--- config.mk ---
export PLATFORM = sky130hd
export DESIGN_NAME = dmarc_top
export DESIGN_NICKNAME = d
export VERILOG_FILES = /design/src/common/dmarc_pkg.sv /design/src/logic/dmarc_top.sv
export VERILOG_INCLUDE_DIRS = /design/src /design/src/common
export SDC_FILE = /design/constraint.sdc
export NUM_CORES = 2
export LEC_CHECK = 0
export BUFFER_PORTS_ARGS = -buffer_cell sky130_fd_sc_hd__buf_2
export CAP_MARGIN = 20
export CORE_MARGIN = 8
export CORE_UTILIZATION = 45
export CTS_BUF_LIST = sky130_fd_sc_hd__clkbuf_8
export CTS_CLUSTER_DIAMETER = 100
export DETAILED_ROUTE_END_ITERATION = 12
export SLEW_MARGIN = 30
export SYNTH_ARGS = -nofsm -noshare
export SYNTH_HDL_FRONTEND = slang
export SYNTH_SLANG_ARGS = --single-unit
--- constraint.sdc ---
create_clock -name clock -period 3.1 [get_ports clock]
set_clock_uncertainty 0.1 [all_clocks]
set_input_delay 0.62 -clock clock [delete_from_list [all_inputs] [get_ports clock]]
set_output_delay 0.62 -clock clock [all_outputs]
set_load 0.1 [all_outputs]
--- src/common/dmarc_cfg.svh ---
/*
 * register map, field positions, reset values and codes of the
 * four-channel dma register block.
 * assumes: included by its bare name from the design file.
 */
`ifndef DMARC_CFG_SVH
`define DMARC_CFG_SVH

// per channel: eight word slots; channel n at n*CH_STRIDE
`define DMARC_CH_STRIDE    8'h08
`define DMARC_OFF_CTRL     3'h0
`define DMARC_OFF_TRIG     3'h1
`define DMARC_OFF_FBU      3'h2
`define DMARC_OFF_FBL      3'h3
`define DMARC_OFF_SBU      3'h4
`define DMARC_OFF_SBL      3'h5
`define DMARC_OFF_PAD      3'h6
`define DMARC_OFF_CNT      3'h7
// shared status block
`define DMARC_OFF_PWC      8'h20
`define DMARC_OFF_RQC      8'h21
`define DMARC_OFF_PPS      8'h22
`define DMARC_OFF_LCA      8'h23
`define DMARC_OFF_DSH      8'h24
`define DMARC_OFF_DSL      8'h25

// control word bits
`define DMARC_B_EN         15
`define DMARC_B_SIZE       14
`define DMARC_B_DIR        13
`define DMARC_B_HALF       12
`define DMARC_B_DUMMY_PERIPHERAL_WRITE      11
`define DMARC_CTRL_MASK    16'hF833
// trigger select; count and upper-byte masks
`define DMARC_B_FORCE      15
`define DMARC_TRIG_MASK    16'h00FF
`define DMARC_CAN_TX_CODE  8'h46
`define DMARC_CNT_MASK     16'h3FFF
`define DMARC_HI_MASK      16'h00FF

// mode codes
`define DMARC_AM_POSTINC   2'h0
`define DMARC_AM_NOINC     2'h1
`define DMARC_AM_PERIPH    2'h2
`define DMARC_LCA_NONE     4'hF

`endif

--- src/common/dmarc_pkg.sv ---
/*
 * types shared by the dma register block.
 * assumes: dmarc_cfg.svh on the include path.
 */
package dmarc_pkg;
   typedef enum logic [1:0] {
      DMARC_IDLE = 2'h0,
      DMARC_READ = 2'h1,
      DMARC_WRIT = 2'h3
   } dmarc_state_e;

   // one bus request toward the sram port or the peripheral port
   typedef struct packed {
      logic        valid;
      logic        write;
      logic        byte_sel;
      logic [23:0] addr;
   } dmarc_xfer_s;
endpackage

--- src/logic/dmarc_top.sv ---
/*
 * four-channel dma register block with transfer sequencer.
 * assumes: one 250 mhz clock; a host on a plain strobe port; trigger
 * lines from same-clock peripheral logic; a sram port that takes one
 * request per cycle without stall; an external interrupt controller.
 */
// The implementer's own choices: the strobed register port and the register offsets.
// Notes on behaviour
// RULE1: four channels, each with full register set
// RULE2: transfer count is fourteen bits wide
// RULE3: shared status: collisions, last address, channel
// RULE4: each channel drives its own interrupt request
// RULE5: control bit 15 enables the channel
// RULE6: control bit 14 set means byte transfers
// RULE7: bit 13 set moves ram to peripheral
// RULE8: bit 12 set interrupts at half block
// RULE9: bit 11 adds null peripheral write
// RULE10: unimplemented bits ignore writes, read zero
// RULE11: bits 5-4 select addressing mode
// RULE12: bits 1-0 select continuous, one-shot, ping-pong
// RULE13: trigger bit 15 forces one transfer
// RULE14: force cleared only by hardware
// RULE15: trigger bits 7-0 pick the request source
// RULE16: can transmit code only with can present
// RULE17: 24-bit primary base split upper/lower
// RULE18: 24-bit secondary base split the same
// RULE19: block moves count plus one transfers
// RULE20: lowest channel number wins arbitration
// RULE21: ping-pong swaps base after each block
// RULE22: post-increment adds one or two, restarts
// RULE23: one-shot clears enable after final block
`timescale 1ns/10ps
`include "dmarc_cfg.svh"
module dmarc_top #(
   parameter int NCH     = 4,  // channel count
   parameter int NSRC    = 256, // trigger lines
   parameter bit HAS_CAN = 1'b1 // can transmit trigger present
) (
   input  wire logic          clock,       // system clock
   input  wire logic          rstn,        // async reset, low
   input  wire logic [7:0]    addr,        // register word address
   input  wire logic [15:0]   wdata,       // write data
   input  wire logic          wr,          // write strobe
   input  wire logic          rd,          // read strobe
   output logic      [15:0]   rdata_q,     // read data, next cycle
   input  wire logic [NSRC-1:0] trig,      // peripheral requests
   input  wire logic [15:0]   periph_addr, // peripheral indirect addr
   output dmarc_pkg::dmarc_xfer_s sram_q,  // sram request
   output dmarc_pkg::dmarc_xfer_s per_q,   // peripheral request
   output logic [15:0]        per_ptr_q,   // peripheral address
   output logic [NCH-1:0]     irq_q        // channel interrupt pulses
);
   // decode, grant width and status packing are sized for four channels
   if (NCH != 4) begin : g_bad_nch
      $error("dmarc_top serves four channels only");
   end
   if (NSRC != 256) begin : g_bad_nsrc
      $error("dmarc_top needs 256 trigger lines");
   end

   logic [15:0] ctrl_q [NCH];
   logic [7:0]  sel_q  [NCH];
   logic [NCH-1:0] force_q;
   logic [23:0] fb_q   [NCH];
   logic [23:0] sb_q   [NCH];
   logic [15:0] pad_q  [NCH];
   logic [13:0] cnt_q  [NCH];
   logic [13:0] done_q [NCH];   // transfers done in block
   logic [23:0] cur_q  [NCH];   // running sram address
   logic [NCH-1:0] pp_q;        // 1: secondary buffer active
   logic [NCH-1:0] pend_q;
   logic [NCH-1:0] pwc_q, rqc_q;
   logic [3:0]  lca_q;
   logic [23:0] dsadr_q;
   dmarc_pkg::dmarc_state_e st_q;
   logic [1:0]  act_q;
   logic        trig_q [NCH];

   // channel slot hit for a bus address
   function automatic logic ch_hit(input logic [7:0] a, input int c,
                                   input logic [2:0] off);
      ch_hit = (a == 8'(c * `DMARC_CH_STRIDE + off));
   endfunction

   // a selectable trigger code; can tx only when present
   function automatic logic code_ok(input logic [7:0] c);
      code_ok = HAS_CAN || (c != `DMARC_CAN_TX_CODE); // see RULE16
   endfunction

   // grant: fixed priority, channel 0 first
   logic [1:0] gnt;
   logic       any;
   always_comb begin
      gnt = 2'h0;
      any = 1'b0;
      for (int c = NCH - 1; c >= 0; c--) begin
         if (pend_q[c]) begin
            gnt = 2'(c);
            any = 1'b1;  // see RULE20
         end
      end
   end

   // the granted transfer finishes on the write beat
   logic fin;
   assign fin = (st_q == dmarc_pkg::DMARC_WRIT);

   genvar g;
   generate
      for (g = 0; g < NCH; g++) begin : gch
         logic en, last, halfp, oneshot, pingp;
         assign en      = ctrl_q[g][`DMARC_B_EN];
         assign last    = fin && act_q == 2'(g) && done_q[g] == cnt_q[g];
         assign halfp   = fin && act_q == 2'(g) &&
                          done_q[g] == (cnt_q[g] >> 1);
         assign oneshot = ctrl_q[g][0]; // see RULE12
         assign pingp   = ctrl_q[g][1];

         // control register; enable dropped after one-shot end
         always_ff @(posedge clock or negedge rstn) begin
            if (!rstn) begin
               ctrl_q[g] <= 16'h0000;
            end else if (wr && ch_hit(addr, g, `DMARC_OFF_CTRL)) begin
               ctrl_q[g] <= wdata & `DMARC_CTRL_MASK; // see RULE10
            end else if (last && oneshot && (!pingp || pp_q[g])) begin
               ctrl_q[g][`DMARC_B_EN] <= 1'b0; // see RULE23
            end
         end

         // trigger select; force is set-only by software
         always_ff @(posedge clock or negedge rstn) begin
            if (!rstn) begin
               sel_q[g]   <= 8'h00;
               force_q[g] <= 1'b0;
            end else begin
               if (wr && ch_hit(addr, g, `DMARC_OFF_TRIG) &&
                   code_ok(wdata[7:0]))
                  sel_q[g] <= wdata[7:0]; // see RULE15
               if (!en)
                  force_q[g] <= 1'b0;  // see RULE14
               else if (wr && ch_hit(addr, g, `DMARC_OFF_TRIG) &&
                        wdata[`DMARC_B_FORCE])
                  force_q[g] <= 1'b1;  // see RULE13
               else if (fin && act_q == 2'(g))
                  force_q[g] <= 1'b0;  // see RULE14
            end
         end

         // base, peripheral pointer and count registers
         always_ff @(posedge clock or negedge rstn) begin
            if (!rstn) begin
               fb_q[g]  <= 24'h000000;
               sb_q[g]  <= 24'h000000;
               pad_q[g] <= 16'h0000;
               cnt_q[g] <= 14'h0000;
            end else if (wr) begin
               if (ch_hit(addr, g, `DMARC_OFF_FBU))
                  fb_q[g][23:16] <= wdata[7:0]; // see RULE17
               if (ch_hit(addr, g, `DMARC_OFF_FBL))
                  fb_q[g][15:0] <= wdata;       // see RULE17
               if (ch_hit(addr, g, `DMARC_OFF_SBU))
                  sb_q[g][23:16] <= wdata[7:0]; // see RULE18
               if (ch_hit(addr, g, `DMARC_OFF_SBL))
                  sb_q[g][15:0] <= wdata;       // see RULE18
               if (ch_hit(addr, g, `DMARC_OFF_PAD))
                  pad_q[g] <= wdata;
               if (ch_hit(addr, g, `DMARC_OFF_CNT))
                  cnt_q[g] <= wdata[13:0];      // see RULE2
            end
         end

         // request pending: peripheral edge or force; collision flag
         always_ff @(posedge clock or negedge rstn) begin
            if (!rstn) begin
               trig_q[g] <= 1'b0;
               pend_q[g] <= 1'b0;
               rqc_q[g]  <= 1'b0;
            end else begin
               trig_q[g] <= trig[sel_q[g]];
               if (!en)
                  pend_q[g] <= 1'b0;     // see RULE5
               // force pends only when not queued or in flight, else the
               // still-set force bit would queue a second transfer
               else if ((trig[sel_q[g]] && !trig_q[g]) ||
                        (force_q[g] && !pend_q[g] &&
                         !(st_q != dmarc_pkg::DMARC_IDLE &&
                           act_q == 2'(g))))
                  pend_q[g] <= 1'b1;     // see RULE13
               else if (any && st_q == dmarc_pkg::DMARC_IDLE &&
                        gnt == 2'(g))
                  pend_q[g] <= 1'b0;
               if (en && force_q[g] && trig[sel_q[g]] && !trig_q[g])
                  rqc_q[g] <= 1'b1;      // see RULE3
            end
         end

         // block progress, address walk and ping-pong buffer
         always_ff @(posedge clock or negedge rstn) begin
            if (!rstn) begin
               done_q[g] <= 14'h0000;
               cur_q[g]  <= 24'h000000;
               pp_q[g]   <= 1'b0;
            end else if (!en) begin
               done_q[g] <= 14'h0000;
               cur_q[g]  <= pp_q[g] ? sb_q[g] : fb_q[g];
            end else if (fin && act_q == 2'(g)) begin
               if (last) begin
                  done_q[g] <= 14'h0000;  // see RULE19
                  pp_q[g]   <= pingp ? !pp_q[g] : pp_q[g]; // see RULE21
                  cur_q[g]  <= (pingp && !pp_q[g]) ? sb_q[g] :
                               (pingp ? fb_q[g] :
                                (pp_q[g] ? sb_q[g] : fb_q[g]));
               end else begin
                  done_q[g] <= done_q[g] + 14'h0001;
                  if (ctrl_q[g][5:4] == `DMARC_AM_POSTINC)
                     cur_q[g] <= cur_q[g] + (ctrl_q[g][`DMARC_B_SIZE] ?
                                 24'h000001 : 24'h000002); // see RULE22
               end
            end
         end

         // interrupt pulse at half or full block
         always_ff @(posedge clock or negedge rstn) begin
            if (!rstn)
               irq_q[g] <= 1'b0;
            else
               irq_q[g] <= ctrl_q[g][`DMARC_B_HALF] ? halfp : last;
         end                                         // see RULE4 RULE8
      end
   endgenerate

   // sequencer: read beat then write beat for the granted channel
   always_ff @(posedge clock or negedge rstn) begin
      if (!rstn) begin
         st_q  <= dmarc_pkg::DMARC_IDLE;
         act_q <= 2'h0;
      end else begin
         case (st_q)
            dmarc_pkg::DMARC_IDLE: if (any) begin
               st_q  <= dmarc_pkg::DMARC_READ;
               act_q <= gnt;
            end
            dmarc_pkg::DMARC_READ: st_q <= dmarc_pkg::DMARC_WRIT;
            dmarc_pkg::DMARC_WRIT: st_q <= dmarc_pkg::DMARC_IDLE;
            default: st_q <= dmarc_pkg::DMARC_IDLE;
         endcase
      end
   end

   // bus requests; direction picks which side reads first
   logic [15:0] c_ctl;
   logic [23:0] ram_a;
   assign c_ctl = ctrl_q[act_q];
   assign ram_a = cur_q[act_q];
   always_ff @(posedge clock or negedge rstn) begin
      if (!rstn) begin
         sram_q    <= '0;
         per_q     <= '0;
         per_ptr_q <= 16'h0000;
      end else begin
         sram_q <= '0;
         per_q  <= '0;
         per_ptr_q <= (c_ctl[5:4] == `DMARC_AM_PERIPH) ? periph_addr :
                      pad_q[act_q];               // see RULE11
         if (st_q != dmarc_pkg::DMARC_IDLE) begin
            // see RULE7: ram side reads on read beat when bit set
            sram_q.valid <= c_ctl[`DMARC_B_DIR] ==
                            (st_q == dmarc_pkg::DMARC_READ);
            sram_q.write <= st_q == dmarc_pkg::DMARC_WRIT;
            sram_q.byte_sel <= c_ctl[`DMARC_B_SIZE];   // see RULE6
            sram_q.addr  <= (c_ctl[5:4] == `DMARC_AM_PERIPH) ?
                            {8'h00, periph_addr} : ram_a;
            per_q.valid  <= (c_ctl[`DMARC_B_DIR] !=
                            (st_q == dmarc_pkg::DMARC_READ)) ||
                            (fin && c_ctl[`DMARC_B_DUMMY_PERIPHERAL_WRITE] &&
                             !c_ctl[`DMARC_B_DIR]);   // see RULE9
            per_q.write  <= st_q == dmarc_pkg::DMARC_WRIT;
            per_q.byte_sel <= c_ctl[`DMARC_B_SIZE];
            per_q.addr   <= 24'(pad_q[act_q]);
         end
      end
   end

   // shared status: last channel, last sram address, write collision
   always_ff @(posedge clock or negedge rstn) begin
      if (!rstn) begin
         lca_q   <= `DMARC_LCA_NONE;
         dsadr_q <= 24'h000000;
         pwc_q   <= '0;
      end else begin
         if (fin) begin
            lca_q   <= {2'h0, act_q};   // see RULE3
            dsadr_q <= ram_a;
         end
         // a new peripheral write while the previous is not finished
         if (fin && c_ctl[`DMARC_B_DIR] && pend_q[act_q] &&
             !force_q[act_q])
            pwc_q[act_q] <= 1'b1;
      end
   end

   // register read mux, data in the cycle after the strobe
   always_ff @(posedge clock or negedge rstn) begin
      if (!rstn) begin
         rdata_q <= 16'h0000;
      end else begin
         rdata_q <= 16'h0000;  // unmapped and idle read zero
         if (rd) begin
            for (int c = 0; c < NCH; c++) begin    // see RULE1
               if (ch_hit(addr, c, `DMARC_OFF_CTRL)) rdata_q <= ctrl_q[c];
               if (ch_hit(addr, c, `DMARC_OFF_TRIG))
                  rdata_q <= {force_q[c], 7'h00, sel_q[c]};
               if (ch_hit(addr, c, `DMARC_OFF_FBU))
                  rdata_q <= {8'h00, fb_q[c][23:16]}; // see RULE10
               if (ch_hit(addr, c, `DMARC_OFF_FBL)) rdata_q <= fb_q[c][15:0];
               if (ch_hit(addr, c, `DMARC_OFF_SBU))
                  rdata_q <= {8'h00, sb_q[c][23:16]};
               if (ch_hit(addr, c, `DMARC_OFF_SBL)) rdata_q <= sb_q[c][15:0];
               if (ch_hit(addr, c, `DMARC_OFF_PAD)) rdata_q <= pad_q[c];
               if (ch_hit(addr, c, `DMARC_OFF_CNT))
                  rdata_q <= {2'h0, cnt_q[c]};
            end
            case (addr)
               `DMARC_OFF_PWC: rdata_q <= {12'h000, pwc_q};
               `DMARC_OFF_RQC: rdata_q <= {12'h000, rqc_q};
               `DMARC_OFF_PPS: rdata_q <= {12'h000, pp_q};
               `DMARC_OFF_LCA: rdata_q <= {12'h000, lca_q};
               `DMARC_OFF_DSH: rdata_q <= {8'h00, dsadr_q[23:16]};
               `DMARC_OFF_DSL: rdata_q <= dsadr_q[15:0];
               default: ;
            endcase
         end
      end
   end

   // checks
   chk_force_sw_clear: assert property (@(posedge clock) disable iff (!rstn)
      ($fell(force_q[1]) |-> !$past(ctrl_q[1][`DMARC_B_EN]) ||
       $past(fin && act_q == 2'h1)))
      else $error("force cleared without completion"); // see RULE14
   chk_idle_when_off: assert property (@(posedge clock) disable iff (!rstn)
      (!ctrl_q[0][`DMARC_B_EN] |=> !pend_q[0]))
      else $error("disabled channel pending"); // see RULE5
   chk_prio_grant: assert property (@(posedge clock) disable iff (!rstn)
      (st_q == dmarc_pkg::DMARC_IDLE && pend_q[0] |=> act_q == 2'h0))
      else $error("channel 0 not granted first"); // see RULE20
   chk_reserved_zero: assert property (@(posedge clock) disable iff (!rstn)
      ((ctrl_q[1] & ~`DMARC_CTRL_MASK) == 16'h0000))
      else $error("reserved control bits set"); // see RULE10
   chk_seq_length: assert property (@(posedge clock) disable iff (!rstn)
      (st_q == dmarc_pkg::DMARC_READ |=> st_q == dmarc_pkg::DMARC_WRIT
       ##1 st_q == dmarc_pkg::DMARC_IDLE))
      else $error("transfer not two beats"); // see RULE19
   chk_byte_step: assert property (@(posedge clock) disable iff (!rstn)
      (fin && act_q == 2'h0 && ctrl_q[0][5:4] == `DMARC_AM_POSTINC &&
       done_q[0] != cnt_q[0] && ctrl_q[0][`DMARC_B_EN] |=>
       cur_q[0] == $past(cur_q[0]) + ($past(ctrl_q[0][`DMARC_B_SIZE]) ?
                   24'h000001 : 24'h000002)))
      else $error("address step wrong"); // see RULE22
   chk_oneshot_off: assert property (@(posedge clock) disable iff (!rstn)
      (gch[0].last && ctrl_q[0][1:0] == 2'h1 && !(wr &&
       ch_hit(addr, 0, `DMARC_OFF_CTRL)) |=> !ctrl_q[0][`DMARC_B_EN]))
      else $error("one-shot stayed enabled"); // see RULE23
   chk_pp_swap: assert property (@(posedge clock) disable iff (!rstn)
      (gch[1].last && ctrl_q[1][1] && ctrl_q[1][`DMARC_B_EN]
       |=> pp_q[1] != $past(pp_q[1])))
      else $error("ping-pong did not swap"); // see RULE21
   cov_force: cover property (@(posedge clock) $rose(force_q[1]));
   cov_block: cover property (@(posedge clock) gch[0].last);
   cov_contend: cover property (@(posedge clock) pend_q[0] && pend_q[1]);
endmodule

==> results.ini <==
[status]
outcome=completed

[power]
seqPwrFrac_pct=39.9
power.leakage_nw=24.8
clkPwrFrac_pct=32.0
switching_share_pct=38.0
p_switching_mw=9.82
ir_drop_uv=574
pwr-share-comb_pct=28.1
p_int_mw=16.0
cellPowerDensity_mw_per_mm2=459

[floorplan]
dieWidth_um=336
die_area_mm2=0.113
rows=117
start_util_pct=45.4
chipHeight_um=336
coreArea_mm2=0.102
ios=390

[placed_design]
routabilityCongestion=1.13
hpwlAfterDp_um=179000
portBuffers=381

[routing]
dr_total_vias=45000
met3_length_um=27600
drc=0
ant_nets=0
met1_length_um=90100
via_per_inst=6.71
firstDrtPassIters=8
route.met2.wl_um=96100
drt_iter0_markers=6373
wl_per_cell_um=34.3
drt_wl_total_um=230000
top_layer_used=met5

[critical_path]
path_max_fanout=21
rr_startpoint=sel_q[8]
critPathKind=register to register
reg2reg_depth=10
worstPathRequired_ps=3670
worstSetupStartpointType=register
timing.rr.end=pend_q[2]
critPathCaptureType=register
critPathArrivalTime_ps=3650
r2r_slack_ps=20

[yosys]
synth_top_family_by_area=multiplexers
synth_xor_area_share_pct=3.43
syn_avg_cell_area_um2=10.3
synth-main-ff-cell=dfrtp_1
synth-seq-cells=667
synthArstFlopShare_pct=100
ys_warn_count=0
synth_compound_area_share_pct=13.7
ys_seq_area_share_pct=36.1
synthMuxAreaShare_pct=29.2
synth_adder_area_share_pct=0.498
synth_edf_count=0
synth_area_mm2=0.0462
ys_types=84
synthCells=4492
synth-simple-area-share_pct=13.2

[sta]
setup_viol=0
min_period_ps=3080
hold_viol=0
rsz0062_at_grt=true
worst_pin_slew_ps=1040
max_freq_mhz=325
tns_ps=0
finalCritPeriodShare_pct=99.3
timing.hold.ws_ps=126
slew_headroom_pct=30.8
slew_violations=0

[min_path]
holdPathEnd=cnt_q[29]
hold_path_class=primary input to register
hold_start=wdata[1]
hold_depth=2

[global_routing]
antenna_found_initial=48
grt_max_degree=93
track_usage_pct=39.7
gr-total-overflow=0
grt_pass1_vias=43400
grt_pass1_wl_um=326000

[cells_and_area]
multiInputGateArea_mm2=0.0280
nFillCells=9244
nets=5530
regArea_mm2=0.0167
post-route-util_pct=55.2
area_growth_syn_to_layout_pct=21.8
drive_above_1_share_pct=35.4

[clock_network]
clock_sinks=667
root_buffer=clkbuf_8
h-tree-depth=3
insertion_delay_ps=870
cts_tree=yes
cts_buffers=117
clock_path_buffers=3
clk_pin_slew_worst_paths_ps=60

[flow_run]
drv_cap=0

-- worst max-delay path by stage --
stage | start | endpoint | slack, ps | cells after the start
2_1_floorplan | addr[7] | rdata_q[6] | 190 | 10
3_3_place_gp | trig[203] | rqc_q[0] | -300 | 11
3_5_place_dp | trig[203] | rqc_q[0] | -370 | 11
4_1_cts | sel_q[24] | rqc_q[0] | 4 | 9
5_1_grt | sel_q[16] | rqc_q[1] | -70 | 10
6_report | sel_q[8] | pend_q[2] | 20 | 10
-- cells in the mapped netlist, types with 16 or more instances --
cell | instances | area, um^2
buf_2 | 57 | 285
a211o_1 | 23 | 201
clkbuf_1 | 243 | 912
mux4_2 | 249 | 5610
a32o_1 | 21 | 210
mux2_2 | 416 | 4680
and2_1 | 39 | 244
nand3_1 | 154 | 771
and3_1 | 46 | 288
buf_1 | 50 | 188
nand2b_1 | 23 | 144
nor2b_1 | 74 | 463
a22oi_1 | 85 | 638
mux2i_1 | 320 | 3200
o21ai_0 | 225 | 1130
nand2_1 | 441 | 1660
buf_4 | 28 | 210
nor4_1 | 25 | 156
a21oi_1 | 184 | 921
nor3_1 | 56 | 280
nand4_1 | 73 | 457
xnor2_1 | 78 | 683
nor2_1 | 257 | 965
o211ai_1 | 49 | 368
or3_1 | 25 | 156
o221ai_1 | 16 | 140
o31ai_1 | 16 | 120
xor2_1 | 103 | 902
a31oi_1 | 48 | 300
a211oi_1 | 36 | 270
dfrtp_1 | 664 | 16600
a221oi_1 | 35 | 307
o22ai_1 | 33 | 206
inv_1 | 39 | 146
-- layer usage --
| metal | vias up | track usage (%) |
|---|---|---|
| li1 | 18500 | - |
| met1 | 22800 | 53.5 |
| met2 | 3093 | 57.1 |
| met3 | 639 | 11.2 |
| met4 | 8 | 23.0 |
| met5 | - | 0 |
-- area by class of cell --
| cell class | instances | share of cell area, % |
|---|---|---|
| repair buffers | 978 | 13.0 |
| inverters | 39 | 0.260 |
| clock buffers | 141 | 3.45 |
| multi-input cells | 3411 | 49.7 |
| clock inverters | 68 | 0.727 |
| diodes | 30 | 0.133 |
| flip-flops and latches | 667 | 29.7 |
| well taps | 1368 | 3.04 |
-- cell families (layout without fill, tap and decap cells) --
group / Yosys count / in the layout
AOI/OAI and AO/OA: 941 / 941
buffers and inverters: 421 / 1226
adders and majority gates: 16 / 16
xor gates and xnor gates: 181 / 181
other: 1 / 38
DFF: 667 / 667
and+or+nand+nor: 1280 / 1280
muxes: 985 / 985
-- state kept, by name (all words and copies together) (netlist names), 25 cells and up --
name    count
sb_q       96
sel_q      32
ctrl_q     36
pad_q      64
sram_q     25
cnt_q      56
fb_q       96
cur_q      96
done_q     56
-- critical path, cell delays in order (launching register included) --
cell and delay, ps:
dfrtp_4 450, buf_12 210, buf_4 190, mux4_2 510, mux2i_1 300, o32ai_1 180, o21ai_0 360, buf_4 180
nand3_1 60, o31a_1 170, a22o_1 230
-- cells in the final DEF (no fill, tap or decap), types with 100 or more instances in the layout --
cell type and instances:
mux4_2 249, nor2_1 254, buf_4 512, buf_2 378, clkbuf_8 141, a21oi_1 182, o21ai_0 223, nand2_1 440
dfrtp_1 645, mux2i_1 318, xor2_1 100, mux2_2 415, nand3_1 154
-- per-stage QoR --
step	setup WS, ps	total power, mW	cells	cell area, um^2
after floorplan	192	14.3	4499	46200
after global placement	-295	17.4	6420	53300
after detailed placement	-367	17.4	6420	53300
after CTS	4.13	25.7	6649	55800
after global routing	-66.7	26.6	6695	56200
final	22.3	25.8	6702	56300
-- what timing repair did --
action / in CTS / in global routing
endpoints found under the setup margin: 2 / 9
hold endpoints to repair: 67 / 0
pin swaps: 1 / 6
buffers inserted: 3 / 21
cloned: 0 / 2
hold buffers: 17 / 0
resized for setup: 8 / 30
-- power by group through the flow --
stage / logic (mW) / clock network (mW) / registers, mW
floorplan: 3.17 / 0 / 11.1
finish: 7.26 / 8.26 / 10.3
global route: 7.56 / 8.75 / 10.3
detailed placement: 7.03 / 0 / 10.4
global placement: 6.97 / 0 / 10.4
CTS: 7.07 / 8.35 / 10.2
(Power assumes the default switching activity.)
